<file path="config.mk">
export PLATFORM = sky130hd
export DESIGN_NAME = lvdctl_top
export DESIGN_NICKNAME = d
export VERILOG_FILES = /design/src/logic/lvdctl_pkg.sv /design/src/logic/lvdctl_delay.sv /design/src/logic/lvdctl_sync.sv /design/src/logic/lvdctl_top.sv
export VERILOG_INCLUDE_DIRS = /design/src /design/src/logic
export SDC_FILE = /design/constraint.sdc
export NUM_CORES = 1
export LEC_CHECK = 0
export ABC_AREA = 1
export ABC_CLOCK_PERIOD_IN_PS = 1400
export BUFFER_PORTS_ARGS = -buffer_cell sky130_fd_sc_hd__buf_2
export CAP_MARGIN = 20
export CORE_MARGIN = 2
export CORE_UTILIZATION = 43
export DETAILED_ROUTE_END_ITERATION = 8
export GPL_ROUTABILITY_DRIVEN = 0
export PLACE_DENSITY = 0.78
export SYNTH_ARGS = -nofsm -noshare
export SYNTH_HDL_FRONTEND = slang
export SYNTH_SLANG_ARGS = --single-unit
</file>
<file path="constraint.sdc">
create_clock -name i_clk_sys -period 1.4 [get_ports i_clk_sys]
set_clock_uncertainty 0.2 [all_clocks]
set_input_delay 0.35 -clock i_clk_sys [delete_from_list [all_inputs] [get_ports i_clk_sys]]
set_output_delay 0.35 -clock i_clk_sys [all_outputs]
set_load 0.005 [all_outputs]
</file>
<file path="src/logic/lvdctl_defines.svh">
// Register map, field positions, reset values and timing counts of the supply monitor
`ifndef LVDCTL_DEFINES_SVH
`define LVDCTL_DEFINES_SVH

// ****************************************************************
// Register offsets (byte addresses)
// ****************************************************************
`define LVDCTL_OFF_CTRL 12'h000
`define LVDCTL_OFF_IRQ 12'h004
`define LVDCTL_OFF_EVT_STS 12'h008
`define LVDCTL_OFF_EVT_MSK 12'h00C

// ****************************************************************
// Field positions
// ****************************************************************
`define LVDCTL_SEL_LSB 0
`define LVDCTL_SEL_MSB 2
`define LVDCTL_EN_BIT 4
`define LVDCTL_FLAG_BIT 5
`define LVDCTL_IRQ_REQ_BIT 0
`define LVDCTL_IRQ_EN_BIT 1
`define LVDCTL_MF_EN_BIT 2
`define LVDCTL_EVT_FLAG 0
`define LVDCTL_EVT_REQ 1
`define LVDCTL_EVT_WAKE 2
`define LVDCTL_EVT_N 3

// ****************************************************************
// Reset values
// ****************************************************************
`define LVDCTL_CTRL_RST 8'h00
`define LVDCTL_IRQ_RST 3'h0
`define LVDCTL_EVT_RST 3'h0

// ****************************************************************
// Timing
// ****************************************************************
`define LVDCTL_CLK_NS 50
`define LVDCTL_IRQ_DLY_NS 15000
`define LVDCTL_IRQ_DLY_CYC ((`LVDCTL_IRQ_DLY_NS + `LVDCTL_CLK_NS - 1) / `LVDCTL_CLK_NS)

`endif

</file>
<file path="src/logic/lvdctl_pkg.sv">
// Types shared by the supply monitor files
package lvdctl_pkg;

    typedef enum logic [1:0] {
        DLY_IDLE,
        DLY_COUNT,
        DLY_FIRED
    } lvdctl_dly_e;

    // Drive towards the analog comparator and reference
    typedef struct packed {
        logic power;
        logic [2:0] level;
    } lvdctl_ana_s;

    typedef logic [8:0] lvdctl_cnt_t;

endpackage

</file>
<file path="src/logic/lvdctl_delay.sv">
// Interrupt assertion delay: fires once after a level has stood long enough
`timescale 1ns/1ps
`include "lvdctl_defines.svh"
module lvdctl_delay import lvdctl_pkg::*; (
    input wire logic i_clk_sys,
    input wire logic i_rst,
    input wire logic i_start,
    output logic o_done
);

    localparam lvdctl_cnt_t LAST = lvdctl_cnt_t'(`LVDCTL_IRQ_DLY_CYC - 1);

    lvdctl_dly_e state_r;
    lvdctl_cnt_t cnt_r;

    // Restarts whenever the level drops, so a toggling flag rearms the wait
    always_ff @(posedge i_clk_sys) begin
        if (i_rst) begin
            state_r <= DLY_IDLE;
            cnt_r <= 9'h000;
            o_done <= 1'b0;
        end else begin
            o_done <= 1'b0;
            case (state_r)
                DLY_IDLE: begin
                    cnt_r <= 9'h000;
                    if (i_start) begin
                        state_r <= DLY_COUNT;
                    end
                end
                DLY_COUNT: begin
                    if (!i_start) begin
                        state_r <= DLY_IDLE;
                    end else if (cnt_r == LAST) begin
                        state_r <= DLY_FIRED;
                        o_done <= 1'b1;
                    end else begin
                        cnt_r <= cnt_r + 9'h001;
                    end
                end
                DLY_FIRED: begin
                    if (!i_start) begin
                        state_r <= DLY_IDLE;
                    end
                end
                default: begin
                    state_r <= DLY_IDLE;
                end
            endcase
        end
    end
endmodule

</file>
<file path="src/logic/lvdctl_sync.sv">
// Two-stage synchroniser for the asynchronous comparator output
`timescale 1ns/1ps
module lvdctl_sync (
    input wire logic i_clk_sys,
    input wire logic i_rst,
    input wire logic i_async,
    output logic o_sync
);

    logic meta_r;

    always_ff @(posedge i_clk_sys) begin
        if (i_rst) begin
            meta_r <= 1'b0;
            o_sync <= 1'b0;
        end else begin
            meta_r <= i_async;
            o_sync <= meta_r;
        end
    end

endmodule

</file>
<file path="src/logic/lvdctl_top.sv">
// Supply monitor control, flag and interrupt logic behind an APB slave
//
// Local design decisions: the APB interface to the registers and the placing of the registers.
`timescale 1ns/1ps
`include "lvdctl_defines.svh"

// How it works
// - Three-bit code selects one of eight levels
// - Read-only flag at bit 5 shows low
// - Flag clears when supply above threshold
// - Enable bit 4 powers detector on/off
// - Bits 7, 6, 3 read zero, ignore writes
// - Detector keeps running in sleep/idle
// - Flag is not debounced
// - Request feeds shared interrupt plus polled flag
// - Request set after delay from flag rise
// - Request rise in sleep wakes device
// - Servicing never clears request; software does
// - Wake on rise regardless of interrupt enables; needs detector enable bit 4
// - Vector only when all enables, stack free
module lvdctl_top import lvdctl_pkg::*; (
    input wire logic i_clk_sys,
    input wire logic i_rst,
    input wire logic i_psel,
    input wire logic i_penable,
    input wire logic i_pwrite,
    input wire logic [11:0] i_paddr,
    input wire logic [31:0] i_pwdata,
    output logic [31:0] o_prdata,
    output logic o_pready,
    output logic o_pslverr,
    input wire logic i_cmp_low,
    input wire logic i_sleep,
    input wire logic i_global_irq_enable,
    input wire logic i_stack_full,
    output lvdctl_ana_s o_ana,
    output logic o_shared_irq_request,
    output logic o_mf_vector_req,
    output logic o_wake,
    output logic o_irq
);

    // ****************************************************************
    // Declarations
    // ****************************************************************
    logic cmp_low_s;
    logic dly_done;
    logic [2:0] sel_r;
    logic en_r;
    logic flag_r;
    logic flag_d_r;
    logic irq_req_r;
    logic irq_req_d_r;
    logic irq_en_r;
    logic mf_en_r;
    logic [`LVDCTL_EVT_N-1:0] evt_sts_r;
    logic [`LVDCTL_EVT_N-1:0] evt_msk_r;
    logic [`LVDCTL_EVT_N-1:0] evt_set;
    logic [`LVDCTL_EVT_N-1:0] evt_clr_r;
    logic setup;
    logic done_acc;
    logic wr_ctrl;
    logic wr_irq;
    logic wr_msk;
    logic rd_sts_done;
    logic mapped;
    logic [31:0] rd_mux;
    logic req_rise;
    logic rd_ctrl_r;

    // Decode shared by the write strobes and the read mux
    function automatic logic hit(input logic [11:0] addr, input logic [11:0] off);
        hit = (addr == off);
    endfunction

    // ****************************************************************
    // Comparator input
    // ****************************************************************
    // Only the second stage is read anywhere
    lvdctl_sync u_sync (
        .i_clk_sys(i_clk_sys),
        .i_rst(i_rst),
        .i_async(i_cmp_low),
        .o_sync(cmp_low_s)
    );

    // ****************************************************************
    // APB access decode
    // ****************************************************************
    assign setup = i_psel && !i_penable;
    assign done_acc = i_psel && i_penable && o_pready;
    assign wr_ctrl = done_acc && i_pwrite && hit(i_paddr, `LVDCTL_OFF_CTRL);
    assign wr_irq = done_acc && i_pwrite && hit(i_paddr, `LVDCTL_OFF_IRQ);
    assign wr_msk = done_acc && i_pwrite && hit(i_paddr, `LVDCTL_OFF_EVT_MSK);
    assign rd_sts_done = done_acc && !i_pwrite && hit(i_paddr, `LVDCTL_OFF_EVT_STS);

    assign mapped = hit(i_paddr, `LVDCTL_OFF_CTRL)
        || hit(i_paddr, `LVDCTL_OFF_IRQ)
        || hit(i_paddr, `LVDCTL_OFF_EVT_STS)
        || hit(i_paddr, `LVDCTL_OFF_EVT_MSK);

    always_comb begin
        rd_mux = 32'h0000_0000;
        if (hit(i_paddr, `LVDCTL_OFF_CTRL)) begin
            // Unimplemented bits stay zero
            rd_mux[`LVDCTL_SEL_MSB:`LVDCTL_SEL_LSB] = sel_r;
            rd_mux[`LVDCTL_EN_BIT] = en_r;
            rd_mux[`LVDCTL_FLAG_BIT] = flag_r;
        end else if (hit(i_paddr, `LVDCTL_OFF_IRQ)) begin
            rd_mux[`LVDCTL_IRQ_REQ_BIT] = irq_req_r;
            rd_mux[`LVDCTL_IRQ_EN_BIT] = irq_en_r;
            rd_mux[`LVDCTL_MF_EN_BIT] = mf_en_r;
        end else if (hit(i_paddr, `LVDCTL_OFF_EVT_STS)) begin
            rd_mux[`LVDCTL_EVT_N-1:0] = evt_sts_r;
        end else if (hit(i_paddr, `LVDCTL_OFF_EVT_MSK)) begin
            rd_mux[`LVDCTL_EVT_N-1:0] = evt_msk_r;
        end
    end

    // ****************************************************************
    // APB answer
    // ****************************************************************
    // Every access completes in one access cycle
    always_ff @(posedge i_clk_sys) begin
        if (i_rst) begin
            o_pready <= 1'b0;
            o_pslverr <= 1'b0;
            o_prdata <= 32'h0000_0000;
            rd_ctrl_r <= 1'b0;
        end else begin
            o_pready <= setup;
            o_pslverr <= setup && !mapped;
            rd_ctrl_r <= setup && !i_pwrite && hit(i_paddr, `LVDCTL_OFF_CTRL);
            if (setup && !i_pwrite) begin
                o_prdata <= rd_mux;
            end else begin
                o_prdata <= 32'h0000_0000;
            end
        end
    end

    // ****************************************************************
    // Control register
    // ****************************************************************
    always_ff @(posedge i_clk_sys) begin
        if (i_rst) begin
            sel_r <= 3'(`LVDCTL_CTRL_RST);
            en_r <= 1'b0;
        end else if (wr_ctrl) begin
            // Bits 7, 6, 5 and 3 of the write are dropped
            sel_r <= i_pwdata[`LVDCTL_SEL_MSB:`LVDCTL_SEL_LSB];
            en_r <= i_pwdata[`LVDCTL_EN_BIT];
        end
    end

    // Level code goes straight to the reference ladder
    always_ff @(posedge i_clk_sys) begin
        if (i_rst) begin
            o_ana <= 4'h0;
        end else begin
            o_ana.power <= en_r;
            o_ana.level <= sel_r;
        end
    end

    // ****************************************************************
    // Undervoltage flag
    // ****************************************************************
    // No filtering: a slow supply near the level may chatter here
    always_ff @(posedge i_clk_sys) begin
        if (i_rst) begin
            flag_r <= 1'b0;
            flag_d_r <= 1'b0;
        end else begin
            flag_r <= en_r && cmp_low_s;
            flag_d_r <= flag_r;
        end
    end

    // ****************************************************************
    // Interrupt request
    // ****************************************************************
    lvdctl_delay u_delay (
        .i_clk_sys(i_clk_sys),
        .i_rst(i_rst),
        .i_start(flag_r),
        .o_done(dly_done)
    );

    // Hardware set beats a software clear in the same cycle
    always_ff @(posedge i_clk_sys) begin
        if (i_rst) begin
            irq_req_r <= 1'b0;
        end else if (dly_done) begin
            irq_req_r <= 1'b1;
        end else if (wr_irq) begin
            irq_req_r <= i_pwdata[`LVDCTL_IRQ_REQ_BIT];
        end
    end

    always_ff @(posedge i_clk_sys) begin
        if (i_rst) begin
            irq_en_r <= 1'b0;
            mf_en_r <= 1'b0;
        end else if (wr_irq) begin
            irq_en_r <= i_pwdata[`LVDCTL_IRQ_EN_BIT];
            mf_en_r <= i_pwdata[`LVDCTL_MF_EN_BIT];
        end
    end

    assign req_rise = irq_req_r && !irq_req_d_r;

    always_ff @(posedge i_clk_sys) begin
        if (i_rst) begin
            irq_req_d_r <= 1'b0;
        end else begin
            irq_req_d_r <= irq_req_r;
        end
    end

    // ****************************************************************
    // Shared interrupt, vector and wake
    // ****************************************************************
    always_ff @(posedge i_clk_sys) begin
        if (i_rst) begin
            o_shared_irq_request <= 1'b0;
            o_mf_vector_req <= 1'b0;
        end else begin
            o_shared_irq_request <= irq_req_r && irq_en_r;
            o_mf_vector_req <= i_global_irq_enable && irq_en_r && mf_en_r
                && !i_stack_full && irq_req_r;
        end
    end

    // Interrupt enables are ignored; only a request rise wakes, so a preset request blocks wake; the detector enable gates it
    always_ff @(posedge i_clk_sys) begin
        if (i_rst) begin
            o_wake <= 1'b0;
        end else begin
            o_wake <= req_rise && i_sleep && en_r;
        end
    end

    // ****************************************************************
    // Event status and interrupt output
    // ****************************************************************
    assign evt_set[`LVDCTL_EVT_FLAG] = flag_r && !flag_d_r;
    assign evt_set[`LVDCTL_EVT_REQ] = req_rise;
    assign evt_set[`LVDCTL_EVT_WAKE] = o_wake;

    // Snapshot of what the read returned; later events survive the clear
    always_ff @(posedge i_clk_sys) begin
        if (i_rst) begin
            evt_clr_r <= `LVDCTL_EVT_RST;
        end else if (setup && !i_pwrite) begin
            evt_clr_r <= evt_sts_r;
        end
    end

    genvar gi;
    generate
        for (gi = 0; gi < `LVDCTL_EVT_N; gi = gi + 1) begin : g_evt
            always_ff @(posedge i_clk_sys) begin
                if (i_rst) begin
                    evt_sts_r[gi] <= 1'b0;
                end else if (evt_set[gi]) begin
                    evt_sts_r[gi] <= 1'b1;
                end else if (rd_sts_done && evt_clr_r[gi]) begin
                    evt_sts_r[gi] <= 1'b0;
                end
            end
        end
    endgenerate

    always_ff @(posedge i_clk_sys) begin
        if (i_rst) begin
            evt_msk_r <= `LVDCTL_EVT_RST;
        end else if (wr_msk) begin
            evt_msk_r <= i_pwdata[`LVDCTL_EVT_N-1:0];
        end
    end

    always_ff @(posedge i_clk_sys) begin
        if (i_rst) begin
            o_irq <= 1'b0;
        end else begin
            o_irq <= |(evt_sts_r & evt_msk_r);
        end
    end
endmodule

</file>
# Yosys cells after proc, flatten, opt, wreduce, memory -nomap -nowiden
# Cells that the tools add are included.
# Widths: inputs -> output; s select.
[word_totals]
register_bits = 75
input_bits = 53
out_inout_bits = 42
word_cells = 113
[classes]
n_addsub = 1
eq_ne = 11
n_mux = 21
n_bitwise = 5
n_reduce_logical = 46
[op_table]
columns = ["operator", "count"]
rows = [
  ["$eq 12x4->1 const B", 2],
  ["$logic_and 1x1->1", 24],
  ["$mux 9", 2],
  ["$pmux 9 s2", 1],
  ["$eq 12x3->1 const B", 1],
  ["$logic_not 12->1", 1],
  ["$mux 3", 4],
  ["$reduce_bool 2->1", 5],
  ["$add 9x1->9 const B", 1],
  ["$eq 9x9->1 const B", 1],
  ["$mux 1", 9],
  ["$reduce_or 3->1", 3],
  ["$mux 2", 4],
  ["$ne 2x2->1 const B", 4],
  ["$logic_not 1->1", 6],
  ["$pmux 2 s3", 1],
  ["$reduce_and 3->1", 2],
  ["$not 1->1", 4],
  ["$and 3x3->3", 1],
  ["$logic_or 1x1->1", 3],
  ["$ne 3x2->1 const B", 1],
  ["$eq 2x1->1 const B", 1],
  ["$eq 2x2->1 const B", 1],
  ["$logic_not 2->1", 1],
  ["$reduce_or 2->1", 1],
]

# Longest topological paths before layout
# Gate-level depths: netlist of run 1.
[logic_depth]
word_depth = 7
ltp_mapped = 11
depth_no_buf = 10

# Hierarchy
# Synthesis of run 1 repeated with hierarchy kept, for this count alone.
[hier_totals]
hier_cells = 334
area_unflattened_um2 = 2321.0
[modules_own_cells]
columns = ["mod", "n_inst", "cells_each", "area_per_inst_um2"]
rows = [
  ["lvdctl_top", 1, 221, 1599.0],
  ["lvdctl_delay", 1, 107, 666.9],
  ["lvdctl_sync", 1, 6, 55.1],
]

# Least setup slack after synthesis of run 1
# OpenSTA, ideal clock, no wires.
[synth_timing]
path_type = "register -> register"
start = "register u_delay.cnt_r[0]"
end = "register u_delay.cnt_r[2]"
setup_ns = 0.119
arrival_ns = 1.239
setup_slack_ns = -0.157
path_stages_with_launch = 12
path_buffers = 1
period_less_slack_ns = 1.557
path_cell_list = "dfxtp_1 ha_1 nand2_2 nor2_4 nand2_2 nand2_2 nand2_2 buf_6 nand2_1 nand2_1 inv_2 nor2_2"
[synth_between]
elab_chain_len = 4
[synth_rtl]
columns = ["item", "line", "text"]
rows = [
  ["start: declaration", "lvdctl_delay.sv:14", "lvdctl_cnt_t cnt_r;"],
  ["start signal: assignment", "lvdctl_delay.sv:38", "cnt_r <= cnt_r + 9'h001;"],
  ["$add 9x1->9", "lvdctl_delay.sv:38", ""],
  ["$mux 9", "lvdctl_delay.sv:34", "end else if (cnt_r == LAST) begin"],
  ["$mux 9", "lvdctl_delay.sv:32", "if (!i_start) begin"],
  ["$pmux 9 s2", "lvdctl_delay.sv:24", "case (state_r)"],
]
# Parallel ways exist; a longest one is shown, timed or not. The select of a mux whose other input is x is not followed.
# A chain may end at the register's enable or synchronous reset.

# Worst setup path after layout of run 1
# Same ends and word-level chain as after synthesis.

==> summary.txt, run 1 <==
STATUS
-------------------------------------------------------------------------------------
Outcome                                                                  finished with violations
Violations in the final reports                                          setup timing

CLOCK NETWORK
-------------------------------------------------------------------------------------
Clock net sink count                                                               48
Clock-pin slew of the registers on the worst-case setup and hold paths        0.09 ns
Number of levels the H-tree was split into                                          2
Number of buffers created by CTS                                                    5
CTS tree                                                                         done
Clock latency on the worst-skew pair                                          0.30 ns
Maximum clock insertion buffer count                                                2
Root Buffer Master                                                       sky130_fd_sc_hd__clkbuf_8

WORST SETUP PATH
-------------------------------------------------------------------------------------
Data arrival, critical path                                                   1.46 ns
Startpoint of the worst-slack reg-to-reg timing path                     u_delay.cnt_r[0]$_SDFFE_PP0P_
CP endpoint kind                                                            flip-flop
Startpoint type of the worst setup path                                     flip-flop
Maximum fanout encountered on the critical timing path                              6
Critical Path Source                                                     u_delay.cnt_r[0]$_SDFFE_PP0P_
CP required                                                                   1.40 ns
Setup Crit Path Kind                                                          reg2reg

ROUTING
-------------------------------------------------------------------------------------
Router iterations before antenna repair                                             4
Violation count after the first detailed-routing iteration                         56
Average via count per standard cell                                             4.477
Mean routed wirelength per cell                                              10.92 um
Final wirelength                                                             5.057 mm
Antenna-violating nets left                                                         0
DRC violations left                                                                 0
Total number of vias                                                             2073

FLOORPLANNING
-------------------------------------------------------------------------------------
Number of primary I/O pins                                                         95
Height of the die                                                            77.15 um
Area of the die                                                          0.005952 mm2
Area of the core                                                         0.005140 mm2
Rows                                                                               26
Width of the die                                                             77.15 um
Initial core utilization                                                       44.77%

PLACE
-------------------------------------------------------------------------------------
Number of I/O port buffers                                                         39
Placed wire-length estimate after detailed placement                         3.612 mm

YOSYS
-------------------------------------------------------------------------------------
Number of cells produced by synthesis                                             322
Post-synthesis instance area                                             0.002301 mm2
Avg Synthesized Cell Area                                                   7.146 um2
Synth cell types                                                                   26
Number of flip-flops and latches in the synthesized netlist                        48
Count of synthesis-stage warnings from yosys                                        0
Portion of the post-synthesis area used by sequential elements                 41.76%

RUN
-------------------------------------------------------------------------------------
Maximum capacitance violations                                                      0

LAYOUT
-------------------------------------------------------------------------------------
Final #Nets                                                                       446
Ratio of cells with drive above 1 in the final layout                          35.11%
Filler cell count in the final layout                                             471
Area Overhead vs Synth                                                         30.89%
# diodes                                                                            0

HOLD PATH
-------------------------------------------------------------------------------------
Min-Delay Path Class                                                           in2reg
Origin of the worst min-delay path                                              i_rst

STA
-------------------------------------------------------------------------------------
Number of hold violations in the final report                                       0
Setup WS post-layout                                                      -0.06486 ns
Period Utilization, post-route                                                 104.6%
Tmin final                                                                   1.465 ns
Total setup violations reported at the end of the flow                             10
Max-slew violation count                                                            0
Maximum operating frequency                                                 682.7 MHz
RSZ-0062 raised after global routing                                             true
Setup TNS after final layout                                               -0.3547 ns

GRT
-------------------------------------------------------------------------------------
Antenna violations before repair                                                    0
Largest net degree at the start of global routing                                  17
Tot GR Track Use                                                               16.58%
First-pass GRT wire length                                                   8.045 mm
Total gr overflow                                                                   0
Via count of the first global-routing pass                                       1883

POWER AND IR DROP
-------------------------------------------------------------------------------------
Total power per unit cell area                                           837.0 mW/mm2
Final Total Pwr                                                              2.521 mW
Worst VDD drop                                                              0.5915 mV
Pleak                                                                        1.331 nW

per-stage QoR:
step / utilization, % / setup WS (ns) / hold slack [ns] / instances / area (um2)
floorplan: - / -0.02406 / 0.1883 / 348 / 2419
global placement: 51.80 / -0.2212 / 0.1947 / 450 / 2663
detailed placement: 51.80 / -0.2417 / 0.2068 / 450 / 2663
CTS: 55.40 / -0.04466 / 0.04667 / 460 / 2848
global route: 58.59 / -0.1422 / 0.05794 / 463 / 3012
finish: 58.59 / -0.06486 / 0.05193 / 463 / 3012
flip-flops by register name (all words and copies together) (netlist names), 2 cells and up:
name and flops:
evt_clr_r 3, evt_msk_r 3, evt_sts_r 3, o_ana 4, o_prdata 5, sel_r 3
u_delay.cnt_r 9, u_delay.state_r 2
kinds of logic (layout without fill, tap and decap cells):
kind of cell	count (synthesis)	in the layout	share of synthesized area, %
and+or+nand+nor	153	154	30.34
buffers and inverters	80	124	18.22
DFF	48	48	41.76
AOI/OAI and AO/OA	38	38	8.592
adders and majority gates	1	1	0.5437
other	1	27	0.1630
xor gates and xnor gates	1	1	0.3807
what timing repair did:
item / CTS / global route
resized for setup: 16 / 45
gates cloned: 1 / 0
buffers inserted: 0 / 3
hold buffers: 1 / 0
hold endpoints to repair: 1 / 0
pin swaps: 3 / 14
endpoints found under the setup margin: 14 / 29
final cells by class:
| cell class | count | area, um2 | share of cell area [%] |
|---|---|---|---|
| clock inverter | 3 | 42.54 | 1.413 |
| multi-input combinational | 221 | 1215 | 40.34 |
| sequential | 48 | 970.9 | 32.24 |
| timing repair buffer | 68 | 446.7 | 14.83 |
| tap | 70 | 87.58 | 2.908 |
| inverter | 48 | 180.2 | 5.983 |
| clock buffer | 5 | 68.82 | 2.285 |
where the power goes:
| part | switching [mW] | internal (mW) | leakage [nW] | total, mW |
|---|---|---|---|---|
| Combinational | 0.0943 | 0.0625 | 0.885 | 0.157 |
| Sequential | 0.00385 | 1.37 | 0.392 | 1.38 |
| Clock | 0.458 | 0.529 | 0.0541 | 0.987 |
| Total | 0.557 | 1.96 | 1.33 | 2.52 |
metal layers:
layer / wire [um] / track usage, % / vias to the layer above
met2: 2647 / 30.17 / 38
met3: 169 / 3.882 / 8
met1: 2155 / 18.59 / 938
met4: 85 / 6.250 / 0
li1: - / - / 1089
met5: 0 / 0 / -
Yosys cell counts, drive strengths merged:
cell / number / area (um2)
nand3b: 1 / 7.510
dfxtp: 48 / 960.9
nor3: 2 / 10.01
buf: 32 / 239.0
a21boi: 1 / 7.510
o21bai: 1 / 7.510
xor2: 1 / 8.760
nand4: 4 / 25.02
a21oi: 20 / 100.1
nand3: 32 / 170.2
o211ai: 1 / 7.510
inv: 48 / 180.2
or2: 1 / 6.260
conb: 1 / 3.750
ha: 1 / 12.51
o21ai: 15 / 75.07
nand2: 60 / 235.2
nor2: 53 / 244.0
cell usage in the layout, fill, tap and decap left out, drive strengths merged:
master	n
clkinvlp	1
a21boi	1
a21oi	20
nand4	4
nor2	53
or2	1
nand3	32
nand3b	1
nor3	2
buf	67
nand2	61
clkinv	1
dfxtp	48
inv	48
dlygate4sd3	1
xor2	1
bufinv	1
clkbuf	5
conb	27
o211ai	1
ha	1
o21ai	15
o21bai	1
critical path, stage by stage (launching register included):
cell                      delay (ns)
sky130_fd_sc_hd__dfxtp_2        0.36
sky130_fd_sc_hd__ha_4           0.18
sky130_fd_sc_hd__nand2_4        0.06
sky130_fd_sc_hd__nor2_4         0.12
sky130_fd_sc_hd__nand2_4        0.08
sky130_fd_sc_hd__nand2_4        0.09
sky130_fd_sc_hd__nand2_4        0.08
sky130_fd_sc_hd__nand2_2        0.08
sky130_fd_sc_hd__nand2_2        0.05
sky130_fd_sc_hd__inv_2          0.04
sky130_fd_sc_hd__nor2_2         0.02
final timing paths:
kind,slack (ns),to,cells after the start
max,-0.06,u_delay.cnt_r[2]$_SDFFE_PP0P_,10
max reg2reg,-0.06,u_delay.cnt_r[2]$_SDFFE_PP0P_,10
min,0.05,o_pready$_SDFF_PP0_,2
min reg2reg,0.21,u_sync.o_sync$_SDFF_PP0_,2
Note: power is estimated with default switching activity, not from simulation.
==> run 2: changes to the inputs <==
--- a/config.mk
+++ b/config.mk
@@ -8,13 +8,13 @@
 export LEC_CHECK = 0
 export ABC_AREA = 1
 export ABC_CLOCK_PERIOD_IN_PS = 1400
-export BUFFER_PORTS_ARGS = -buffer_cell sky130_fd_sc_hd__buf_2
 export CAP_MARGIN = 20
 export CORE_MARGIN = 2
-export CORE_UTILIZATION = 43
+export CORE_UTILIZATION = 55
 export DETAILED_ROUTE_END_ITERATION = 8
+export DONT_BUFFER_PORTS = 1
 export GPL_ROUTABILITY_DRIVEN = 0
-export PLACE_DENSITY = 0.78
+export PLACE_DENSITY = 0.75
 export SYNTH_ARGS = -nofsm -noshare
 export SYNTH_HDL_FRONTEND = slang
 export SYNTH_SLANG_ARGS = --single-unit
==> run 2 against run 1 <==
  * The flow finishes with violations (hold timing, setup timing)
  * Global-route usage increased by 6.7 points
  * Non-clock buffer count decreased by 29
  * Cell count decreased by 11%
  * Critical path depth decreased by 3
  * Combinational power decreased by 33%
  * Register-to-register slack got worse by 0.03 ns
  * Wire length increased by 8.3%
  * Design area decreased by 4.0%
  * Sequential power about the same
  * Clock power increased by 8%
  * Utilization increased by 14 points
  * First-iteration DRC count increased by 96%
  * Critical path type unchanged
  * Largest power group unchanged
==> summary.txt, run 2 (synthesized netlist as in run 1, its figures left out) <==
STATUS
-------------------------------------------------------------------------------------
Outcome                                                                  finished with violations
Violations in the final reports                                          hold timing, setup timing

WORST SETUP PATH
-------------------------------------------------------------------------------------
Reg-to-reg endpoint                                                      u_delay.state_r[0]$_SDFFE_PP0P_
Internal reg-to-reg setup slack                                               -0.1 ns
Maximum fanout encountered on the critical timing path                              3
Startpoint of the worst-slack reg-to-reg timing path                     u_delay.cnt_r[0]$_SDFFE_PP0P_
Startpoint type of the worst setup path                                     flip-flop
CP required                                                                   1.39 ns
Data arrival, critical path                                                   1.49 ns
Setup Crit Path Kind                                                          reg2reg
Critical Path Source                                                     u_delay.cnt_r[0]$_SDFFE_PP0P_
End point of the critical path                                           u_delay.state_r[0]$_SDFFE_PP0P_
Count of cells along the worst register-to-register path                            7
CP endpoint kind                                                            flip-flop

LAYOUT
-------------------------------------------------------------------------------------
Max reg flops                                                                       9
Ratio of cells with drive above 1 in the final layout                          26.10%
Register bank with the most flops                                        u_delay.cnt_r
Final #Nets                                                                       417
Most frequent cells in the layout                                        sky130_fd_sc_hd__nand2_1, sky130_fd_sc_hd__inv_1, sky130_fd_sc_hd__dfxtp_1
# diodes                                                                            0
Most frequent standard cell in the layout excluding fill and tap cells   sky130_fd_sc_hd__nand2_1
Post-route standard cell area excluding fillers                          0.002890 mm2
Cell Count, Final, Fillers Out                                                    414
Area Overhead vs Synth                                                         25.61%
Regs by FF count                                                         u_delay.cnt_r (9), o_prdata (5), o_ana (4)

ROUTING
-------------------------------------------------------------------------------------
Final wirelength                                                             5.479 mm
Router iterations before antenna repair                                             4
Mean routed wirelength per cell                                              13.23 um
Average via count per standard cell                                             5.036
Antenna-violating nets left                                                         0
Total number of vias                                                             2085
DRC violations left                                                                 0
Violation count after the first detailed-routing iteration                        110

CLOCK NETWORK
-------------------------------------------------------------------------------------
CTS tree                                                                         done
Root Buffer Master                                                       sky130_fd_sc_hd__clkbuf_8
Clock net sink count                                                               48
Number of levels the H-tree was split into                                          2
Clock latency on the worst-skew pair                                          0.31 ns
Clock-pin slew of the registers on the worst-case setup and hold paths        0.10 ns
Number of buffers created by CTS                                                    5
Maximum clock insertion buffer count                                                2

FLOORPLANNING
-------------------------------------------------------------------------------------
Height of the die                                                            68.68 um
Width of the die                                                             68.68 um
Area of the core                                                         0.004000 mm2
Area of the die                                                          0.004717 mm2
Rows                                                                               23
Initial core utilization                                                       57.52%
Number of primary I/O pins                                                         95

STA
-------------------------------------------------------------------------------------
Slew at the pin closest to its max-slew limit                               0.5355 ns
Number of hold violations in the final report                                       1
Relative max-transition margin                                                 64.26%
Max-slew violation count                                                            0
Setup WS post-layout                                                      -0.09977 ns
Maximum operating frequency                                                 666.8 MHz
Worst slack on hold paths                                                -0.005483 ns
Tmin final                                                                   1.500 ns
Period Utilization, post-route                                                 107.1%
Total setup violations reported at the end of the flow                             10
RSZ-0062 raised after global routing                                             true
Setup TNS after final layout                                               -0.6137 ns

HOLD PATH
-------------------------------------------------------------------------------------
Min-Delay Path Class                                                           in2reg

GRT
-------------------------------------------------------------------------------------
Largest net degree at the start of global routing                                  17
Antenna violations before repair                                                    0
Tot GR Track Use                                                               23.31%
Via count of the first global-routing pass                                       1890
Total gr overflow                                                                   0
First-pass GRT wire length                                                   8.045 mm

RUN
-------------------------------------------------------------------------------------
Maximum capacitance violations                                                      0

PLACE
-------------------------------------------------------------------------------------
Cell total after placement                                                        386
Dpl cell area                                                            0.002392 mm2
Number of I/O port buffers                                                          0
Placed wire-length estimate after detailed placement                         3.433 mm

POWER AND IR DROP
-------------------------------------------------------------------------------------
Worst VDD drop                                                              0.7994 mV
Final Total Pwr                                                              2.554 mW
Total power per unit cell area                                           883.7 mW/mm2
Pleak                                                                        1.211 nW

==> run 2: changes by cell type in the layout (fill, tap and decap cells not counted), moves of 2 or more <==
cell                            previous run  this run
sky130_fd_sc_hd__nor2_2                   11        13
sky130_fd_sc_hd__buf_6                     5         2
sky130_fd_sc_hd__nand3_2                   4         2
sky130_fd_sc_hd__dlygate4sd3_1             1        15
sky130_fd_sc_hd__buf_2                    39         0
==> run 2: report_power, final <==
| part | internal [mW] | leakage (nW) | switching [mW] |
|---|---|---|---|
| clock | 0.585 | 0.0614 | 0.487 |
| sequential | 1.37 | 0.391 | 0.00420 |
| combinational | 0.0388 | 0.758 | 0.0661 |
==> run 2: what timing repair did <==
item	4_1_cts	5_1_grt
hold buffers	14	1
cloned	1	0
endpoints found under the hold margin	20	1
setup buffers	3	1
gates resized for setup	18	40
pin swaps	15	18
setup endpoints to repair	19	25
==> run 2: metrics by stage <==
stage          setup WS, ns  utilization (%)
2_1_floorplan      -0.02406                -
3_5_place_dp        -0.1611            59.81
5_1_grt             -0.1472            72.26
6_report           -0.09977            72.26
3_3_place_gp        -0.1186            59.81
4_1_cts            -0.07584            68.85
==> run 2: cell type report <==
type / instances / area (um2)
Tap cell: 50 / 62.56
Multi-Input combinational cell: 221 / 1219
Clock inverter: 2 / 38.79
Inverter: 48 / 180.2
Clock buffer: 6 / 82.58
Timing Repair Buffer: 39 / 337.8
Sequential cell: 48 / 969.7
Fill cell: 314 / 1110
==> run 2: worst min path at each step <==
stage | startpoint | end | slack [ns] | depth (start not counted)
after floorplan | u_sync.meta_r$_SDFF_PP0_ | u_sync.o_sync$_SDFF_PP0_ | 0.19 | 2
after global placement | u_sync.meta_r$_SDFF_PP0_ | u_sync.o_sync$_SDFF_PP0_ | 0.19 | 2
after detailed placement | u_sync.meta_r$_SDFF_PP0_ | u_sync.o_sync$_SDFF_PP0_ | 0.20 | 2
after CTS | i_rst | o_wake$_SDFF_PP0_ | 0.0009 | 3
after global routing | i_rst | o_wake$_SDFF_PP0_ | 0.001 | 3
final | i_pwdata[2] | evt_msk_r[2]$_SDFFE_PP0P_ | -0.005 | 2
==> run 2: layer usage <==
layer | vias up | routed length, um | share of wire [%] | GRT usage (%)
met3 | 16 | 323 | 5.9 | 6.494
met2 | 71 | 2888 | 53 | 40.63
met1 | 965 | 2122 | 39 | 25.82
met4 | 0 | 145 | 2.6 | 11.75
met5 | - | 0 | 0 | 0
li1 | 1033 | - | - | -
==> run 2: worst max-delay path, cell delays in order (launching register included) <==
cell and delay (ns):
sky130_fd_sc_hd__dfxtp_2 0.36, sky130_fd_sc_hd__ha_4 0.17, sky130_fd_sc_hd__nand2_4 0.06, sky130_fd_sc_hd__nor2_4 0.12, sky130_fd_sc_hd__nand2_2 0.08, sky130_fd_sc_hd__buf_4 0.14, sky130_fd_sc_hd__o211ai_1 0.19, sky130_fd_sc_hd__inv_1 0.06
==> run 3: changes to the inputs <==
--- a/config.mk
+++ b/config.mk
@@ -14,6 +14,7 @@
 export DETAILED_ROUTE_END_ITERATION = 8
 export DONT_BUFFER_PORTS = 1
 export GPL_ROUTABILITY_DRIVEN = 0
+export MAX_ROUTING_LAYER = met4
 export PLACE_DENSITY = 0.75
 export SYNTH_ARGS = -nofsm -noshare
 export SYNTH_HDL_FRONTEND = slang
==> run 3 against run 2 <==
  * The run still ends with hold timing, setup timing left
  * Maximum frequency is 0.16% higher
  * Count of clock-buffer cells in the layout did not move
  * First-iteration DRC count decreased by 0.91%
  * Sequential power about the same
  * Non-clock buffer count did not move
  * Combinational power about the same
  * Register-to-register slack about the same
  * Critical path type unchanged
  * Largest cell class unchanged
  * Highest routed layer unchanged
==> summary.txt, run 3 (synthesized netlist as in run 1, its figures left out) <==
CLOCK NETWORK
-------------------------------------------------------------------------------------
Clock net sink count                                                               48
CTS tree                                                                         done
Clock-pin slew of the registers on the worst-case setup and hold paths        0.10 ns
Clock latency on the worst-skew pair                                          0.31 ns
Root Buffer Master                                                       sky130_fd_sc_hd__clkbuf_8
Number of levels the H-tree was split into                                          2
Maximum clock insertion buffer count                                                2
Number of buffers created by CTS                                                    5

LAYOUT
-------------------------------------------------------------------------------------
# diodes                                                                            0
FF+latch area                                                               969.7 um2
Ratio of cells with drive above 1 in the final layout                          26.10%
Max reg flops                                                                       9
Filler cell count in the final layout                                             314
Regs by FF count                                                         u_delay.cnt_r (9), o_prdata (5), o_ana (4)
Area Overhead vs Synth                                                         25.61%
Register bank with the most flops                                        u_delay.cnt_r
Post-route standard cell area excluding fillers                          0.002890 mm2
Most frequent cells in the layout                                        sky130_fd_sc_hd__nand2_1, sky130_fd_sc_hd__inv_1, sky130_fd_sc_hd__dfxtp_1
Most frequent standard cell in the layout excluding fill and tap cells   sky130_fd_sc_hd__nand2_1
Final #Nets                                                                       417
Area taken by multi-input logic gates                                    0.001219 mm2
Cell Count, Final, Fillers Out                                                    414

POWER AND IR DROP
-------------------------------------------------------------------------------------
Clock share of power                                                            41.8%
Total power per unit cell area                                           881.5 mW/mm2
Combinational power share                                                        4.1%
Worst VDD drop                                                              0.7996 mV
Cell Int Power                                                               1.997 mW
Sequential share of power                                                       54.1%
Net Sw Frac                                                                    21.63%
Pleak                                                                        1.211 nW
P_sw                                                                        0.5512 mW

GRT
-------------------------------------------------------------------------------------
Total gr overflow                                                                   0
First-pass GRT wire length                                                   8.052 mm
Tot GR Track Use                                                               23.97%
Antenna violations before repair                                                    0
Via count of the first global-routing pass                                       1890
Largest net degree at the start of global routing                                  17

ROUTING
-------------------------------------------------------------------------------------
Average via count per standard cell                                             5.058
Mean routed wirelength per cell                                              13.24 um
Antenna-violating nets left                                                         0
Violation count after the first detailed-routing iteration                        109
Total number of vias                                                             2094
Final wirelength                                                             5.480 mm
DRC violations left                                                                 0
Router iterations before antenna repair                                             4

WORST SETUP PATH
-------------------------------------------------------------------------------------
Startpoint type of the worst setup path                                     flip-flop
Maximum fanout encountered on the critical timing path                              3
Critical-path top delay cell                                             sky130_fd_sc_hd__dfxtp_2
Internal reg-to-reg setup slack                                               -0.1 ns
Startpoint of the worst-slack reg-to-reg timing path                     u_delay.cnt_r[0]$_SDFFE_PP0P_
Data arrival, critical path                                                   1.49 ns
Count of cells along the worst register-to-register path                            7
Reg-to-reg endpoint                                                      u_delay.state_r[0]$_SDFFE_PP0P_
Biggest cell delay along the critical path                                    0.36 ns
CP required                                                                   1.39 ns
CP endpoint kind                                                            flip-flop
Cells along the critical path                                            ha_4 > nand2_4 > nor2_4 > nand2_2 > buf_4 > o211ai_1 > inv_1
Setup Crit Path Kind                                                          reg2reg

STA
-------------------------------------------------------------------------------------
Tmin final                                                                   1.497 ns
RSZ-0062 raised after global routing                                             true
Number of hold violations in the final report                                       1
Worst slack on hold paths                                                -0.002269 ns
Slew at the pin closest to its max-slew limit                               0.5314 ns
Total setup violations reported at the end of the flow                             10
Setup WS post-layout                                                      -0.09743 ns
Relative max-transition margin                                                 64.53%
Period Utilization, post-route                                                 107.0%
Max-slew violation count                                                            0
Maximum operating frequency                                                 667.8 MHz
Setup TNS after final layout                                               -0.6090 ns

FLOORPLANNING
-------------------------------------------------------------------------------------
Width of the die                                                             68.68 um
Area of the core                                                         0.004000 mm2
Area of the die                                                          0.004717 mm2
Number of primary I/O pins                                                         95
Initial core utilization                                                       57.52%
Rows                                                                               23
Height of the die                                                            68.68 um

HOLD PATH
-------------------------------------------------------------------------------------
Origin of the worst min-delay path                                        i_pwdata[2]
Min-Delay Path Class                                                           in2reg
WHS Path Cells                                                                      2
End point of the most critical hold path                                 evt_msk_r[2]$_SDFFE_PP0P_

STATUS
-------------------------------------------------------------------------------------
Outcome                                                                  finished with violations
Violations in the final reports                                          hold timing, setup timing

RUN
-------------------------------------------------------------------------------------
Maximum capacitance violations                                                      0

PLACE
-------------------------------------------------------------------------------------
Number of I/O port buffers                                                          0
Dpl cell area                                                            0.002392 mm2
Cell total after placement                                                        386
Placed wire-length estimate after detailed placement                         3.433 mm

[run 3: how the worst max path moves through the flow]
| stage | startpoint | to | slack [ns] | depth (start not counted) |
|---|---|---|---|---|
| after global routing | u_delay.cnt_r[1]$_SDFFE_PP0P_ | u_delay.cnt_r[6]$_SDFFE_PP0P_ | -0.15 | 7 |
| after CTS | u_delay.cnt_r[0]$_SDFFE_PP0P_ | u_delay.cnt_r[8]$_SDFFE_PP0P_ | -0.08 | 9 |
| after detailed placement | i_paddr[11] | mf_en_r$_SDFFE_PP0P_ | -0.16 | 6 |
| after floorplan | u_delay.cnt_r[0]$_SDFFE_PP0P_ | u_delay.cnt_r[2]$_SDFFE_PP0P_ | -0.02 | 11 |
| final | u_delay.cnt_r[0]$_SDFFE_PP0P_ | u_delay.state_r[0]$_SDFFE_PP0P_ | -0.1 | 7 |
| after global placement | i_paddr[11] | irq_req_r$_SDFFE_PP0P_ | -0.12 | 8 |
[run 3: critical path, delay by kind of cell (launching register included)]
| kind | cells | cell delay (ns) |
|---|---|---|
| AO/OA/AOI/OAI | 1 | 0.19 |
| adder cells (fa/ha/maj) | 1 | 0.17 |
| buffers and inverters | 2 | 0.20 |
| flip-flops | 1 | 0.36 |
| AND/OR/NAND/NOR | 3 | 0.26 |
[run 3: repair_timing]
action	4_1_cts	5_1_grt
pin swaps	15	18
gates cloned	1	0
setup buffers	3	1
resized for setup	18	40
setup endpoints to repair	19	25
hold endpoints to repair	20	1
hold buffers	14	1
[run 3: power groups by stage]
stage | sequential, mW | clock (mW) | combinational [mW]
final | 1.38 | 1.07 | 0.105
after global routing | 1.38 | 1.14 | 0.122
after detailed placement | 1.41 | 0 | 0.0733
after CTS | 1.38 | 1.08 | 0.0942
after global placement | 1.41 | 0 | 0.0710
after floorplan | 1.41 | 0 | 0.121
[run 3: layout make-up]
type	instances	area share, %
multi-input combinational	221	42.16
tap	50	2.165
clock buffer	6	2.857
timing repair buffer	39	11.69
inverter	48	6.234
clock inverter	2	1.342
sequential	48	33.55
[run 3: per-stage QoR]
step,setup WS [ns],util [%],power [mW]
2_1_floorplan,-0.02406,-,1.529
3_3_place_gp,-0.1186,59.81,1.480
3_5_place_dp,-0.1611,59.81,1.482
4_1_cts,-0.07584,68.85,2.548
5_1_grt,-0.1472,72.26,2.638
6_report,-0.09743,72.26,2.548
[run 3: routing by layer]
layer  GRT usage [%]  vias up  share of wire (%)  wire, um
met5               -        -                  0         0
met4           11.75        0                2.9       157
met3           6.494       20                5.8       318
met2           40.63       75                 52      2875
met1           25.82      967                 39      2129
li1                -     1032                  -         -
